<file path="src/haptic_pkg.sv">
// Shared constants and types for the haptic playback front end
`default_nettype none
package haptic_pkg;
	// Clock and time bases
	localparam int CLK_NS = 4;
	localparam int MS_NS = 1000000;
	localparam int MS_CYCLES = MS_NS / CLK_NS;
	localparam int COARSE_STEP_MS = 5;
	localparam int FINE_STEP_MS = 1;
	localparam int WAIT_UNIT_MS = 10;
	localparam int OL_UNIT_NS = 98490;
	localparam int OL_HALF_CYCLES = OL_UNIT_NS / (2 * CLK_NS);
	localparam int PWM_DIV_EDGES = 128;
	localparam int DUTY_SAMPLE_CYCLES = 16;
	// Register offsets
	localparam logic [7:0] REG_STATUS = 8'h00;
	localparam logic [7:0] REG_MODE = 8'h01;
	localparam logic [7:0] REG_REALTIME = 8'h02;
	localparam logic [7:0] REG_LIB = 8'h03;
	localparam logic [7:0] REG_SLOT0 = 8'h04;
	localparam logic [7:0] REG_SLOT7 = 8'h0b;
	localparam logic [7:0] REG_GO = 8'h0c;
	localparam logic [7:0] REG_OFS0 = 8'h0d;
	localparam logic [7:0] REG_OFS3 = 8'h10;
	localparam logic [7:0] REG_CLAMP = 8'h17;
	localparam logic [7:0] REG_FBCTL = 8'h1a;
	localparam logic [7:0] REG_CTRL3 = 8'h1d;
	localparam logic [7:0] REG_CTRL5 = 8'h1f;
	localparam logic [7:0] REG_OLP = 8'h20;
	// Field positions and reset values
	localparam int STBY_BIT = 6;
	localparam int RES_BIT = 7;
	localparam int OL_BIT = 0;
	localparam int FINE_BIT = 0;
	localparam logic [7:0] MODE_RST = 8'h40;
	localparam logic [7:0] CLAMP_RST = 8'hff;
	localparam logic [7:0] OLP_RST = 8'h40;
	// Interface modes held in the low bits of the mode register
	typedef enum logic [2:0] {
		MODE_MEM, MODE_EDGE, MODE_LEVEL, MODE_PWM,
		MODE_ANALOG, MODE_REALTIME, MODE_AUDIO, MODE_SPARE
	} mode_t;
	typedef struct packed {
		logic en;
		logic [7:0] addr;
		logic [7:0] data;
	} reg_wr_t;
	typedef struct packed {
		logic last;
		logic ramp;
		logic signed [7:0] level;
		logic [7:0] dur;
	} rom_word_t;
endpackage
`default_nettype wire

</file>
<file path="src/haptic_front_end.sv">
// Haptic front end: registers, trigger, sequencer and drive select
`default_nettype none
// How it works
// - duty times clamp for rotating mass
// - mode field picks the input interface
// - PWM mode drives from pin continuously
// - resonant PWM open loop divides by 128
// - seven libraries, library six is resonant
// - launch starts playback at slot zero
// - advance on nonzero slot, stop after eight
// - MSB clear means waveform identifier 1-127
// - MSB set means wait of 10 ms units
// - offsets only touch library waveforms
// - signed offsets lengthen or shorten segments
// - peak level overdrive, lowest level brake
// - ramps interpolate over adjusted duration
// - step 5 ms, or 1 ms when fine
// - realtime register value drives amplitude
// - open-loop period sets resonant drive rate in analog and realtime modes
// - analog code maps linearly to drive
// - continuous modes run while mode held
// - trigger pin may control launch bit
// - host sets launch, clearing it cancels
// - edge mode rising toggles, falling ignored
// - level mode launch follows pin level
module haptic_front_end #(
	parameter int MS_CYC = haptic_pkg::MS_CYCLES,
	parameter int OL_HALF_CYC = haptic_pkg::OL_HALF_CYCLES,
	parameter logic [6:0] BUS_ADDR = 7'h2c
) (
	input wire logic ref_clk,
	input wire logic arst_n,
	input wire logic scl_in,
	input wire logic sda_in,
	output logic sda_out,
	output logic sda_oe,
	input wire logic trig_pin,
	input wire logic [7:0] analog_code,
	output logic [14:0] rom_addr,
	input wire haptic_pkg::rom_word_t rom_data,
	output logic signed [8:0] drive_level,
	output logic drive_active,
	output logic track_resonance,
	output logic drive_polarity,
	output logic [2:0] active_mode
);
	typedef enum {S_IDLE, S_SLOT, S_SCAN, S_SEG, S_RUN, S_WAIT} seq_t;
	localparam int HALF_EDGES = haptic_pkg::PWM_DIV_EDGES / 2;

	function automatic logic in_range(input logic [7:0] a,
		input logic [7:0] lo, input logic [7:0] hi);
		in_range = a >= lo && a <= hi;
	endfunction

	haptic_pkg::reg_wr_t wr;
	logic [7:0] rd_ptr, rd_data;
	logic [7:0] mode_q, realtime_q, lib_q, clamp_q;
	logic [7:0] fbctl_q, ctrl3_q, ctrl5_q, olp_q;
	logic [7:0] slot_q [8];
	logic [7:0] ofs_q [4];
	logic go_q;
	logic [1:0] pin_s_q;
	logic pin_q;
	seq_t st_q;
	logic [2:0] slot_ix_q;
	logic signed [7:0] max_q, min_q, start_q, tgt_q, seq_lvl_q;
	logic ramp_q, last_q, dir_q;
	logic [8:0] len_q, el_q, mag_q, q_q;
	logic [9:0] rem_q;
	logic [10:0] wait_q;
	logic [17:0] ms_q;
	logic [2:0] step_q;
	logic [3:0] samp_q;
	logic [7:0] win_q, duty_q;
	logic [8:0] hi_q;
	logic [5:0] edge_q;
	logic pwm_pol_q, per_pol_q;
	logic [13:0] ol_q;
	logic [6:0] unit_q;

	assign sda_out = 1'b0;

	i2c_reg_port #(.BUS_ADDR(BUS_ADDR)) u_port (
		.ref_clk(ref_clk),
		.arst_n(arst_n),
		.scl_in(scl_in),
		.sda_in(sda_in),
		.sda_oe(sda_oe),
		.rd_addr(rd_ptr),
		.rd_data(rd_data),
		.wr(wr)
	);

	// Mode and control decode
	wire [2:0] mode = mode_q[2:0];
	wire stby = mode_q[haptic_pkg::STBY_BIT];
	wire resonant = fbctl_q[haptic_pkg::RES_BIT];
	wire ol_sel = ctrl3_q[haptic_pkg::OL_BIT];
	wire rom_mode = mode <= 3'(haptic_pkg::MODE_LEVEL);
	wire pwm_mode = mode == 3'(haptic_pkg::MODE_PWM);
	wire ana_mode = mode == 3'(haptic_pkg::MODE_ANALOG);
	wire rt_mode = mode == 3'(haptic_pkg::MODE_REALTIME);
	wire cont_mode = pwm_mode || ana_mode || rt_mode;
	wire edge_mode = mode == 3'(haptic_pkg::MODE_EDGE);
	wire lvl_mode = mode == 3'(haptic_pkg::MODE_LEVEL);

	// Write decode shared by register file and launch bit
	wire slot_wr = in_range(wr.addr, haptic_pkg::REG_SLOT0,
		haptic_pkg::REG_SLOT7);
	wire ofs_wr = in_range(wr.addr, haptic_pkg::REG_OFS0,
		haptic_pkg::REG_OFS3);
	wire [7:0] slot_wi = wr.addr - haptic_pkg::REG_SLOT0;
	wire [7:0] ofs_wi = wr.addr - haptic_pkg::REG_OFS0;
	wire go_wr = wr.en && wr.addr == haptic_pkg::REG_GO;
	wire pin_rise = pin_s_q[1] && !pin_q;

	// Register file writes
	always_ff @(posedge ref_clk or negedge arst_n) begin
		if (!arst_n) begin
			mode_q <= haptic_pkg::MODE_RST;
			realtime_q <= 8'h00;
			lib_q <= 8'h00;
			clamp_q <= haptic_pkg::CLAMP_RST;
			fbctl_q <= 8'h00;
			ctrl3_q <= 8'h00;
			ctrl5_q <= 8'h00;
			olp_q <= haptic_pkg::OLP_RST;
			for (int i = 0; i < 8; i++) begin
				slot_q[i] <= 8'h00;
			end
			for (int i = 0; i < 4; i++) begin
				ofs_q[i] <= 8'h00;
			end
		end else if (wr.en) begin
			if (wr.addr == haptic_pkg::REG_MODE) begin
				mode_q <= wr.data;
			end else if (wr.addr == haptic_pkg::REG_REALTIME) begin
				realtime_q <= wr.data;
			end else if (wr.addr == haptic_pkg::REG_LIB) begin
				lib_q <= wr.data;
			end else if (slot_wr) begin
				slot_q[slot_wi[2:0]] <= wr.data;
			end else if (ofs_wr) begin
				ofs_q[ofs_wi[1:0]] <= wr.data;
			end else if (wr.addr == haptic_pkg::REG_CLAMP) begin
				clamp_q <= wr.data;
			end else if (wr.addr == haptic_pkg::REG_FBCTL) begin
				fbctl_q <= wr.data;
			end else if (wr.addr == haptic_pkg::REG_CTRL3) begin
				ctrl3_q <= wr.data;
			end else if (wr.addr == haptic_pkg::REG_CTRL5) begin
				ctrl5_q <= wr.data;
			end else if (wr.addr == haptic_pkg::REG_OLP) begin
				olp_q <= wr.data;
			end
		end
	end

	// Read decode; unmapped offsets read zero
	wire [7:0] slot_ri = rd_ptr - haptic_pkg::REG_SLOT0;
	wire [7:0] ofs_ri = rd_ptr - haptic_pkg::REG_OFS0;
	wire busy = st_q != S_IDLE;
	always_comb begin
		rd_data = 8'h00;
		if (rd_ptr == haptic_pkg::REG_STATUS) begin
			rd_data = {6'h00, go_q, busy};
		end else if (rd_ptr == haptic_pkg::REG_MODE) begin
			rd_data = mode_q;
		end else if (rd_ptr == haptic_pkg::REG_REALTIME) begin
			rd_data = realtime_q;
		end else if (rd_ptr == haptic_pkg::REG_LIB) begin
			rd_data = lib_q;
		end else if (in_range(rd_ptr, haptic_pkg::REG_SLOT0,
			haptic_pkg::REG_SLOT7)) begin
			rd_data = slot_q[slot_ri[2:0]];
		end else if (rd_ptr == haptic_pkg::REG_GO) begin
			rd_data = {7'h00, go_q};
		end else if (in_range(rd_ptr, haptic_pkg::REG_OFS0,
			haptic_pkg::REG_OFS3)) begin
			rd_data = ofs_q[ofs_ri[1:0]];
		end else if (rd_ptr == haptic_pkg::REG_CLAMP) begin
			rd_data = clamp_q;
		end else if (rd_ptr == haptic_pkg::REG_FBCTL) begin
			rd_data = fbctl_q;
		end else if (rd_ptr == haptic_pkg::REG_CTRL3) begin
			rd_data = ctrl3_q;
		end else if (rd_ptr == haptic_pkg::REG_CTRL5) begin
			rd_data = ctrl5_q;
		end else if (rd_ptr == haptic_pkg::REG_OLP) begin
			rd_data = olp_q;
		end
	end

	// Trigger pin synchroniser and edge history
	always_ff @(posedge ref_clk or negedge arst_n) begin
		if (!arst_n) begin
			pin_s_q <= 2'h0;
			pin_q <= 1'b0;
		end else begin
			pin_s_q <= {pin_s_q[0], trig_pin};
			pin_q <= pin_s_q[1];
		end
	end

	// Sequencer decode
	wire [7:0] slot_v = slot_q[slot_ix_q];
	wire [4:0] idx = rom_addr[4:0];
	wire r_last = rom_data.last || idx == 5'h1f;
	wire signed [7:0] r_lvl = rom_data.level;
	wire [1:0] cls = (r_lvl == max_q) ? 2'd0 :
		(r_lvl == min_q) ? 2'd3 :
		(r_lvl > 8'sd0) ? 2'd1 : 2'd2;
	wire [7:0] ofs_v = ofs_q[cls];
	wire signed [9:0] adj = $signed({2'b00, rom_data.dur}) +
		$signed({{2{ofs_v[7]}}, ofs_v});
	wire skip = adj <= 10'sd0;
	wire signed [8:0] diff = {r_lvl[7], r_lvl} -
		{seq_lvl_q[7], seq_lvl_q};
	wire ms_tick = ms_q == 18'(MS_CYC - 1);
	wire [2:0] step_len = ctrl5_q[haptic_pkg::FINE_BIT] ?
		3'(haptic_pkg::FINE_STEP_MS) :
		3'(haptic_pkg::COARSE_STEP_MS);
	wire step_tick = ms_tick && step_q == step_len - 3'd1;
	wire [10:0] wait_len = 11'(slot_v[6:0]) *
		11'(haptic_pkg::WAIT_UNIT_MS);
	wire settle = rem_q >= {1'b0, len_q};
	wire run_end = el_q == len_q && !settle && !step_tick;
	wire seg_end = (st_q == S_RUN && run_end && last_q) ||
		(st_q == S_SEG && skip && r_last);
	wire wait_end = st_q == S_WAIT && wait_q >= wait_len;
	wire slot_adv = seg_end || wait_end;
	wire zero_end = st_q == S_SLOT && slot_v == 8'h00;
	wire finish = zero_end || (slot_adv && slot_ix_q == 3'd7);
	wire abort = !go_q || stby || !rom_mode;
	wire signed [9:0] ramp_v = dir_q ?
		$signed({{2{start_q[7]}}, start_q}) - $signed({1'b0, q_q}) :
		$signed({{2{start_q[7]}}, start_q}) + $signed({1'b0, q_q});

	// Launch bit: pin, host write and end of sequence
	always_ff @(posedge ref_clk or negedge arst_n) begin
		if (!arst_n) begin
			go_q <= 1'b0;
		end else if (lvl_mode) begin
			go_q <= pin_s_q[1];
		end else if (go_wr) begin
			go_q <= wr.data[0];
		end else if (edge_mode && pin_rise) begin
			go_q <= !go_q;
		end else if (finish || stby) begin
			go_q <= 1'b0;
		end
	end

	// Millisecond divider and playback step counter
	always_ff @(posedge ref_clk or negedge arst_n) begin
		if (!arst_n) begin
			ms_q <= 18'h0;
			step_q <= 3'h0;
		end else if (st_q == S_IDLE) begin
			ms_q <= 18'h0;
			step_q <= 3'h0;
		end else begin
			ms_q <= ms_tick ? 18'h0 : ms_q + 18'h1;
			if (step_tick) begin
				step_q <= 3'h0;
			end else if (ms_tick) begin
				step_q <= step_q + 3'h1;
			end
		end
	end

	// Waveform sequencer
	always_ff @(posedge ref_clk or negedge arst_n) begin
		if (!arst_n) begin
			st_q <= S_IDLE;
			slot_ix_q <= 3'h0;
			rom_addr <= 15'h0;
			{max_q, min_q, start_q, tgt_q, seq_lvl_q} <= '0;
			{ramp_q, last_q, dir_q} <= 3'h0;
			{len_q, el_q, mag_q, q_q} <= '0;
			rem_q <= 10'h0;
			wait_q <= 11'h0;
		end else if (st_q != S_IDLE && (abort || finish)) begin
			st_q <= S_IDLE;
			seq_lvl_q <= 8'sd0;
		end else if (slot_adv) begin
			slot_ix_q <= slot_ix_q + 3'd1;
			st_q <= S_SLOT;
		end else begin
			case (st_q)
				S_IDLE: begin
					if (go_q && rom_mode && !stby) begin
						slot_ix_q <= 3'h0;
						st_q <= S_SLOT;
					end
				end
				S_SLOT: begin
					seq_lvl_q <= 8'sd0;
					wait_q <= 11'h0;
					max_q <= 8'sh80;
					min_q <= 8'sd127;
					// Library and identifier form the entry address
					rom_addr <= {lib_q[2:0], slot_v[6:0], 5'h00};
					st_q <= slot_v[7] ? S_WAIT : S_SCAN;
				end
				S_SCAN: begin
					if (r_lvl > max_q) begin
						max_q <= r_lvl;
					end
					if (r_lvl < min_q) begin
						min_q <= r_lvl;
					end
					rom_addr[4:0] <= r_last ? 5'h00 : idx + 5'h01;
					st_q <= r_last ? S_SEG : S_SCAN;
				end
				S_SEG: begin
					if (skip) begin
						rom_addr[4:0] <= idx + 5'h01;
					end else begin
						len_q <= adj[8:0];
						{el_q, q_q, rem_q} <= '0;
						start_q <= seq_lvl_q;
						tgt_q <= r_lvl;
						ramp_q <= rom_data.ramp;
						last_q <= r_last;
						dir_q <= diff[8];
						// Flat segments skip the division, end on the step
						mag_q <= !rom_data.ramp ? 9'd0 :
							diff[8] ? 9'(-diff) : 9'(diff);
						seq_lvl_q <= rom_data.ramp ? seq_lvl_q : r_lvl;
						st_q <= S_RUN;
					end
				end
				S_RUN: begin
					// Ramp level is start plus diff*elapsed/len
					if (step_tick) begin
						el_q <= el_q + 9'd1;
						rem_q <= rem_q + {1'b0, mag_q};
					end else if (settle) begin
						rem_q <= rem_q - {1'b0, len_q};
						q_q <= q_q + 9'd1;
					end else if (run_end) begin
						rom_addr[4:0] <= idx + 5'h01;
						st_q <= S_SEG;
					end
					seq_lvl_q <= ramp_q ? ramp_v[7:0] : tgt_q;
				end
				S_WAIT: begin
					if (ms_tick) begin
						wait_q <= wait_q + 11'h1;
					end
				end
				default: begin
					st_q <= S_IDLE;
				end
			endcase
		end
	end

	// Duty measurement over a window of 256 pin samples
	wire samp_tick = samp_q == 4'(haptic_pkg::DUTY_SAMPLE_CYCLES - 1);
	always_ff @(posedge ref_clk or negedge arst_n) begin
		if (!arst_n) begin
			{samp_q, win_q, hi_q, duty_q} <= '0;
		end else begin
			samp_q <= samp_tick ? 4'h0 : samp_q + 4'h1;
			if (samp_tick) begin
				win_q <= win_q + 8'h01;
				if (win_q == 8'hff) begin
					duty_q <= hi_q[8] ? 8'hff : hi_q[7:0];
					hi_q <= 9'(pin_s_q[1]);
				end else begin
					hi_q <= hi_q + 9'(pin_s_q[1]);
				end
			end
		end
	end

	// Commutation from pin edges and from the open-loop period
	wire ol_unit = ol_q == 14'(OL_HALF_CYC - 1);
	always_ff @(posedge ref_clk or negedge arst_n) begin
		if (!arst_n) begin
			edge_q <= 6'h0;
			{pwm_pol_q, per_pol_q} <= 2'h3;
			ol_q <= 14'h0;
			unit_q <= 7'h0;
		end else begin
			if (pin_rise) begin
				edge_q <= edge_q + 6'h1;
				if (edge_q == 6'(HALF_EDGES - 1)) begin
					pwm_pol_q <= !pwm_pol_q;
				end
			end
			ol_q <= ol_unit ? 14'h0 : ol_q + 14'h1;
			if (ol_unit && olp_q[6:0] != 7'h0) begin
				if (unit_q >= olp_q[6:0] - 7'h1) begin
					unit_q <= 7'h0;
					per_pol_q <= !per_pol_q;
				end else begin
					unit_q <= unit_q + 7'h1;
				end
			end
		end
	end

	// Drive selection for the actuator loop
	wire [15:0] scaled = duty_q * clamp_q;
	wire [7:0] pwm_amp = resonant ? duty_q : scaled[15:8];
	wire [7:0] cont_amp = pwm_mode ? pwm_amp :
		ana_mode ? analog_code : realtime_q;
	wire ol_on = resonant && ol_sel && cont_mode;
	always_ff @(posedge ref_clk or negedge arst_n) begin
		if (!arst_n) begin
			drive_level <= 9'sd0;
			drive_active <= 1'b0;
			track_resonance <= 1'b0;
			drive_polarity <= 1'b1;
			active_mode <= 3'h0;
		end else begin
			active_mode <= mode;
			drive_active <= !stby && (cont_mode || busy);
			track_resonance <= resonant && !ol_on;
			drive_polarity <= !ol_on ? 1'b1 :
				pwm_mode ? pwm_pol_q : per_pol_q;
			if (stby) begin
				drive_level <= 9'sd0;
			end else if (cont_mode) begin
				drive_level <= $signed({1'b0, cont_amp});
			end else begin
				drive_level <= {seq_lvl_q[7], seq_lvl_q};
			end
		end
	end
endmodule
`default_nettype wire

</file>
<file path="src/i2c_reg_port.sv">
// Two-wire serial slave giving byte access to the register file
`default_nettype none
module i2c_reg_port #(
	parameter logic [6:0] BUS_ADDR = 7'h2c
) (
	input wire logic ref_clk,
	input wire logic arst_n,
	input wire logic scl_in,
	input wire logic sda_in,
	output logic sda_oe,
	output logic [7:0] rd_addr,
	input wire logic [7:0] rd_data,
	output haptic_pkg::reg_wr_t wr
);
	typedef enum {P_IDLE, P_ADDR, P_REG, P_WDATA, P_RDATA} phase_t;
	phase_t phase_q;
	logic [1:0] scl_s_q, sda_s_q;
	logic scl_q, sda_q, ack_q;
	logic [3:0] cnt_q;
	logic [7:0] shift_q, tx_q;
	wire scl_rise = scl_s_q[1] & ~scl_q;
	wire scl_fall = ~scl_s_q[1] & scl_q;
	wire start = scl_q & scl_s_q[1] & sda_q & ~sda_s_q[1];
	wire stop = scl_q & scl_s_q[1] & ~sda_q & sda_s_q[1];
	wire addr_hit = shift_q[7:1] == BUS_ADDR;

	// Pin synchronisers and edge history
	always_ff @(posedge ref_clk or negedge arst_n) begin
		if (!arst_n) begin
			scl_s_q <= 2'h3;
			sda_s_q <= 2'h3;
			scl_q <= 1'b1;
			sda_q <= 1'b1;
		end else begin
			scl_s_q <= {scl_s_q[0], scl_in};
			sda_s_q <= {sda_s_q[0], sda_in};
			scl_q <= scl_s_q[1];
			sda_q <= sda_s_q[1];
		end
	end

	// Byte framing, acknowledge and pointer handling
	always_ff @(posedge ref_clk or negedge arst_n) begin
		if (!arst_n) begin
			phase_q <= P_IDLE;
			ack_q <= 1'b0;
			cnt_q <= 4'h0;
			shift_q <= 8'h00;
			tx_q <= 8'h00;
			sda_oe <= 1'b0;
			rd_addr <= 8'h00;
			wr <= '0;
		end else begin
			wr.en <= 1'b0;
			if (start) begin
				phase_q <= P_ADDR;
				ack_q <= 1'b0;
				cnt_q <= 4'h0;
				sda_oe <= 1'b0;
			end else if (stop) begin
				phase_q <= P_IDLE;
				ack_q <= 1'b0;
				sda_oe <= 1'b0;
			end else if (phase_q != P_IDLE && scl_rise) begin
				if (!ack_q) begin
					shift_q <= {shift_q[6:0], sda_s_q[1]};
					cnt_q <= cnt_q + 4'h1;
				end else if (phase_q == P_RDATA && sda_s_q[1]) begin
					phase_q <= P_IDLE; // Master ends the read
				end
			end else if (phase_q != P_IDLE && scl_fall) begin
				if (ack_q) begin
					ack_q <= 1'b0;
					cnt_q <= 4'h0;
					tx_q <= rd_data;
					sda_oe <= phase_q == P_RDATA && !rd_data[7];
				end else if (cnt_q == 4'h8) begin
					ack_q <= 1'b1;
					sda_oe <= phase_q != P_RDATA;
					case (phase_q)
						P_ADDR: begin
							if (!addr_hit) begin
								phase_q <= P_IDLE;
								ack_q <= 1'b0;
								sda_oe <= 1'b0;
							end else if (shift_q[0]) begin
								phase_q <= P_RDATA;
							end else begin
								phase_q <= P_REG;
							end
						end
						P_REG: begin
							rd_addr <= shift_q;
							phase_q <= P_WDATA;
						end
						P_WDATA: begin
							wr <= '{1'b1, rd_addr, shift_q};
							rd_addr <= rd_addr + 8'h01;
						end
						default: begin
							rd_addr <= rd_addr + 8'h01;
						end
					endcase
				end else if (phase_q == P_RDATA && cnt_q != 4'h0) begin
					tx_q <= {tx_q[6:0], 1'b0};
					sda_oe <= !tx_q[6];
				end
			end
		end
	end
endmodule
`default_nettype wire

</file>
<file path="config.mk">
export PLATFORM = sky130hd
export DESIGN_NAME = haptic_front_end
export DESIGN_NICKNAME = d
export VERILOG_FILES = /design/src/haptic_pkg.sv /design/src/haptic_front_end.sv /design/src/i2c_reg_port.sv
export SDC_FILE = /design/constraint.sdc
export NUM_CORES = 1
export LEC_CHECK = 0
export BUFFER_PORTS_ARGS = -buffer_cell sky130_fd_sc_hd__buf_2
export CAP_MARGIN = 20
export CORE_MARGIN = 3
export CORE_UTILIZATION = 25
export CTS_CLUSTER_SIZE = 20
export DETAILED_ROUTE_END_ITERATION = 16
export SYNTH_ARGS = -nofsm -noshare
export SYNTH_HDL_FRONTEND = slang
export SYNTH_HIERARCHICAL = 1
export SYNTH_SLANG_ARGS = --single-unit
export TNS_END_PERCENT = 1
</file>
<file path="constraint.sdc">
create_clock -name ref_clk -period 7.1 [get_ports ref_clk]
set_input_delay 1.065 -clock ref_clk [delete_from_list [all_inputs] [get_ports ref_clk]]
set_output_delay 1.065 -clock ref_clk [all_outputs]
set_load 0.005 [all_outputs]
</file>
# Word level (Yosys, flattened, before mapping)
# Index checks and enable logic that the tools add are counted.
dict set report word_totals {
  ff_bits 492
  inputBits 31
  output_inout_bits 32
  elab_cells 492
}
dict set report classes {
  add_sub_neg 28
  n_mul 2
  order_cmp 24
  eq_ne 77
  mux 144
  bitwise_logic 34
  n_reduce_logical 112
}
# op count
set op_table {}
lappend op_table {{2-to-1 mux 32 bit} 16}
lappend op_table {{2-to-1 mux 8 bit} 34}
lappend op_table {{one-hot mux 32 bit (6 select lines)} 1}
lappend op_table {{== test 32 x 2 -> 1 bit (second input constant)} 5}
lappend op_table {{2-to-1 mux 17 bit} 7}
lappend op_table {{== test 32 x 3 -> 1 bit (second input constant)} 3}
lappend op_table {{== test 32 x 4 -> 1 bit (second input constant)} 3}
lappend op_table {{2-to-1 mux 9 bit} 9}
lappend op_table {{bitwise mux 64 bit} 1}
lappend op_table {{== test 32 x 1 -> 1 bit (second input constant)} 2}
lappend op_table {{== test 8 x 5 -> 1 bit (second input constant)} 8}
lappend op_table {{zero test 32 bit} 2}
lappend op_table {{one-hot mux 32 bit (2 select lines)} 1}
lappend op_table {{nonzero test 32 bit} 2}
lappend op_table {{binary-select mux 8 bit (select 3 bit)} 2}
lappend op_table {{one-hot mux 8 bit (2 select lines)} 3}
lappend op_table {{2-to-1 mux 18 bit} 2}
lappend op_table {{one-hot mux 9 bit (2 select lines)} 2}
lappend op_table {{binary-select mux 8 bit (select 2 bit)} 2}
lappend op_table {{bitwise mux 32 bit} 1}
lappend op_table {{== test 8 x 2 -> 1 bit (second input constant)} 4}
lappend op_table {{logical AND 1 bit} 32}
lappend op_table {{inequality test 32 x 4 -> 1 bit (second input constant)} 1}
lappend op_table {{AND reduction 4 bit} 8}
lappend op_table {{other kinds (99)} 270}

# Depth between registers and ports, before layout
dict set report depth {
  word_depth 21
  ltp_mapped 25
  depth_no_buf 20
}

# By module
# Netlist, hierarchy kept.
# module n_inst cells_each area_per_inst_um2 seq_area_each_um2
set by_module_without_submodules {}
lappend by_module_without_submodules {haptic_front_end 1 2348 23817.8 9475.3}
lappend by_module_without_submodules {i2c_reg_port 1 217 2701.3 1383.8}

# Worst setup path after synthesis
# No wires, ideal clock.
dict set report synth_timing {
  kind {reg2reg}
  start {register slot_ix_q[1]}
  end {register rom_addr[12]}
  setup_ns 0.125
  t_arrival_ns 5.802
  required_ns 6.975
  path_slack_ns 1.173
  path_stages_with_launch 23
  path_buffers 4
  period_less_slack_ns 5.927
  cell_sequence {dfrtp_1 buf_1 clkbuf_1 mux4_2 mux2_2 ha_1 ha_1 fa_1 a21oi_1 nor2_1 nor2_1 nor2b_1 o21ai_0 ha_1 and4_1 o211ai_1 a21oi_1 a2111oi_0 o22ai_1 buf_2 nor3_1 clkbuf_1 mux2_2}
}
dict set report synth_between {
  elab_chain_len 14
  elab_cells_between_ends 18
  classes_between {mul: 1; order compare: 1; eq/ne: 1; mux: 3; bitwise: 3; reduce/logical: 9}
}
# item line
set synth_rtl {}
lappend synth_rtl {{from (decl)} haptic_front_end.sv:65} ;# logic [2:0] slot_ix_q;
lappend synth_rtl {{from (signal assigned)} haptic_front_end.sv:287} ;# slot_ix_q <= slot_ix_q + 3'd1;
lappend synth_rtl {{inverter 3 -> 4 bit (not written as such) (*)} haptic_front_end.sv:206} ;# wire [7:0] slot_v = slot_q[slot_ix_q];
lappend synth_rtl {{binary-select mux 8 bit (select 3 bit) (*)} haptic_front_end.sv:206}
lappend synth_rtl {{2-to-1 mux 8 bit (not written as such) (*) (2 in a row)} haptic_front_end.sv:206}
lappend synth_rtl {{named net slot_v[1]} haptic_front_end.sv:206}
lappend synth_rtl {{multiplier 7 x 3 -> 10 bit} haptic_front_end.sv:224} ;# wire [10:0] wait_len = 11'(slot_v[6:0]) *
lappend synth_rtl {{greater-or-equal comparator 11 bit} haptic_front_end.sv:230} ;# wire wait_end = st_q == S_WAIT && wait_q >= wait_len;
lappend synth_rtl {{logical AND 1 bit} haptic_front_end.sv:230}
lappend synth_rtl {{logical OR 1 bit} haptic_front_end.sv:231} ;# wire slot_adv = seg_end || wait_end;
lappend synth_rtl {{logical AND 1 bit} haptic_front_end.sv:233} ;# wire finish = zero_end || (slot_adv && slot_ix_q == 3'd7);
lappend synth_rtl {{logical OR 1 bit} haptic_front_end.sv:233}
lappend synth_rtl {{logical OR 1 bit} haptic_front_end.sv:283} ;# end else if (st_q != S_IDLE && (abort || finish)) begin
lappend synth_rtl {{logical AND 1 bit} haptic_front_end.sv:283}
lappend synth_rtl {{inverter 1 bit (no source line)} n/a}
lappend synth_rtl {{AND reduction 3 bit (no source line) (*)} n/a}
lappend synth_rtl {{to (signal assigned)} haptic_front_end.sv:303} ;# rom_addr <= {lib_q[2:0], slot_v[6:0], 5'h00};
lappend synth_rtl {{to (decl)} haptic_front_end.sv:39} ;# output logic [14:0] rom_addr,
# The timed path passes the listed nets; every way through them passes the cells marked *. The select of a mux whose other input is x is not followed.
# A chain may end at the register's enable or synchronous reset.

# Worst setup path in the final report
dict set report layout_timing {
  start {register slot_ix_q[0]}
  end {register rem_q[9]}
}
dict set report layout_between {
  elab_chain_len 14
  elab_cells_between_ends 18
  classes_between {mul: 1; order compare: 1; eq/ne: 1; mux: 3; bitwise: 3; reduce/logical: 9}
}
# item line
set layout_rtl {}
lappend layout_rtl {{inverter 3 -> 4 bit (not written as such) (*)} haptic_front_end.sv:206}
lappend layout_rtl {{binary-select mux 8 bit (select 3 bit) (*)} haptic_front_end.sv:206}
lappend layout_rtl {{2-to-1 mux 8 bit (not written as such) (*) (2 in a row)} haptic_front_end.sv:206}
lappend layout_rtl {{named net slot_v[3]} haptic_front_end.sv:206}
lappend layout_rtl {{multiplier 7 x 3 -> 10 bit} haptic_front_end.sv:224}
lappend layout_rtl {{greater-or-equal comparator 11 bit} haptic_front_end.sv:230}
lappend layout_rtl {{logical AND 1 bit} haptic_front_end.sv:230}
lappend layout_rtl {{logical OR 1 bit} haptic_front_end.sv:231}
lappend layout_rtl {{logical AND 1 bit} haptic_front_end.sv:233}
lappend layout_rtl {{logical OR 1 bit} haptic_front_end.sv:233}
lappend layout_rtl {{logical OR 1 bit} haptic_front_end.sv:283}
lappend layout_rtl {{logical AND 1 bit} haptic_front_end.sv:283}
lappend layout_rtl {{inverter 1 bit (no source line)} n/a}
lappend layout_rtl {{AND reduction 5 bit (no source line) (*)} n/a}
lappend layout_rtl {{to (signal assigned)} haptic_front_end.sv:338} ;# rem_q <= rem_q + {1'b0, mag_q};
lappend layout_rtl {{to (signal assigned)} haptic_front_end.sv:340} ;# rem_q <= rem_q - {1'b0, len_q};
lappend layout_rtl {{to (decl)} haptic_front_end.sv:69} ;# logic [9:0] rem_q;
# Marks and branches as above.

==> qor.yml <==
status: "completed"
power.static_leakage_nw: 13.7
wl_per_cell_um: 17.7
dp_hpwl_um: 51000
synthCells: 2565
dp_cells: 3907
first_pass_iters: 5
vias: 19600
whs_ns: 0.357
crit_required_ns: 7.63
yosysSeqAreaShare_pct: 40.9
grt_pass1_wl_um: 112000
clkSlewWorstSetupHoldPaths_ns: 0.07
grt_usage_pct: 12.7
io_buffers: 61
hold_viol_final: 0
htree_levels: 2
worst_pin_slew_ns: 1.10
wl_met2_um: 32800
endpoint_kind: "flip-flop"
grt_pass1_vias: 19300
drc: 0
synth_cell_types: 99
gp_congestion: 0.860
wl_met1_um: 31100
max_freq_ghz: 0.157
viasPerCell: 4.91
wl_met3_um: 3390
initial_utilization_pct: 25.4
async_flop_share_pct: 100
io_pins: 63
cts_tree: "yes"
wirelength_um: 70800
fin_tns_setup_ns: 0
setup_violations: 0
hold_path_class: "reg2reg"
crit_fanout: 20
clock_latency_ns: 0.61
cts-hold-fix-buffers: 0
grt_max_degree: 171
die_area_um2: 110000
p_per_area_nw_per_um2: 270
syn_nets: 2784
post-route-util_pct: 28.7
slowest_stage: "dfrtp_1"
globalRoute.totalOverflow: 0
clkSinkCount: 433
final-instance-count-excl-fill: 3998
clockBufferDepth: 3
slew-limit-headroom_pct: 26.8
slew_viol_final: 0
p_total_mw: 8.11
critPathMaxStageDelay_ns: 0.91
cts_setup_buffers: 0
cts_inserted_buffers: 48
path_cells: "mux4_2, mux2_2, ha_1, ha_1, fa_1, a21oi_1, nor2_1, nor2_1, nor2b_1, o21ai_0, ha_1, and4_1, o211ai_1, a21oi_1, a2111oi_0, o22ai_1, buf_4, a211o_1, or3_1, a21oi_1"
ant_nets: 0
synth_ff_type: "dfrtp_1"
layout_commonest_cell: "dfrtp_1"
skew_ns: 0.0373
arrival_ns: 6.88
period_needed_ns: 6.35
synth.cell_area_um2: 26500
nNetsFinal: 2797
critPathKind: "reg2reg"
drv_cap: 0
finalCritPeriodShare_pct: 89.4
grt_antenna_before_repair: 3
avgSynthCellArea_um2: 10.3
synth_area_leader_cell: "dfrtp_1"
die_width_um: 332
core-area_um2: 104000
rows: 118
area_delta_synth_final_pct: 13.0
synth.area.top_cells: "dfrtp_1 (39%), mux2_2 (9.3%), ha_1 (6.9%)"
yosysTopAreaCellShare_pct: 39.1
cts_root_buffer: "clkbuf_16"
synth_edf_count: 0
ys_seq_elements: 433
max-vdd-ir-drop_v: 0.000198
cts-resized-gates: 0
rsz0062_at_grt: "no"
final_cell_mix: "dfrtp_1 (413), mux2_2 (218), nand2_1 (217)"
yosys_warnings: 6
crit_path_start_kind: "flip-flop"
die_h_um: 332
first_iter_violations: 1410
highest_layer: "met5"
final_layout_size_suffix_gt1_share_pct: 19.0
## Yosys cell counts, drive strengths merged, types with 46 or more instances
cell    number
dfrtp      414
mux2       227
nand2      217
nor2       196
inv        148
ha         147
a21oi      127
o21ai      114
clkbuf      94
xnor2       77
nand3       63
nor3        46
xor2        46
## sequential cells by signal, indices dropped and copies added, names as in the netlist, 9 cells and up
register,flops
hi_q,9
ms_q,18
ol_q,14
mag_q,9
slot_q,64
len_q,9
rom_addr,15
drive_level,9
ofs_q,32
el_q,9
u_port/wr,17
wait_q,11
rem_q,10
## critical path, delay by kind of cell (launching register included)
kind                     cells  cell delay (ns)
AO/OA/AOI/OAI                8             2.07
adder cells (fa/ha/maj)      4             1.21
AND/OR/NAND/NOR              5             0.90
multiplexers                 2             0.94
flip-flops                   1             0.91
buffers and inverters        1             0.24
## per-stage QoR
step,cell area [µm²],worst slack (ns)
global route,30000,0.316
CTS,30000,0.716
detailed placement,28300,0.756
global placement,28300,0.891
floorplan,26500,1.17
finish,30000,0.750
## where the power goes
| group | total (mW) | switching [mW] | internal [mW] |
|---|---|---|---|
| clock | 2.74 | 1.09 | 1.65 |
| combinational | 2.33 | 1.37 | 0.956 |
| sequential | 3.04 | 0.293 | 2.74 |
| total | 8.11 | 2.75 | 5.35 |
## per-layer routing
layer  vias up  global-route usage, %
li1       9231                      -
met3       144                   2.15
met4         2                   6.01
met2       466                   20.3
met5         -                      0
met1      9769                   16.6
## area by class of cell
type,instances,area [µm²]
multi-input cells,1863,14600
diodes,2,5.00
well taps,1380,1730
inverters,148,556
repair buffers,84,523
flip-flops and latches,433,10900
clock buffers,66,1340
fillers,10800,74400
clock inverters,22,374
## worst paths after layout
path,to,cells after the start,slack [ns],from
hold reg to reg,u_port/scl_s_q[1],0,0.36,u_port/scl_s_q[0]
hold / removal,u_port/scl_s_q[1],0,0.36,u_port/scl_s_q[0]
setup reg to reg,rem_q[9],20,0.75,slot_ix_q[0]
max in group asynchronous,u_port/rd_addr[0],2,5.08,arst_n
min in group asynchronous,max_q[1],1,0.52,arst_n
setup / recovery,rem_q[9],20,0.75,slot_ix_q[0]
## kinds of logic after synthesis
family / Yosys count / share of synthesized area [%]
flops: 433 / 40.9
xor+xnor: 123 / 4.09
compound gates: 491 / 12.5
other cells: 1 / 0.0141
fa+ha+maj: 188 / 10.0
mux: 296 / 14.2
simple gates: 764 / 14.2
buf+inv: 269 / 4.06
(Power assumes the default switching activity.)
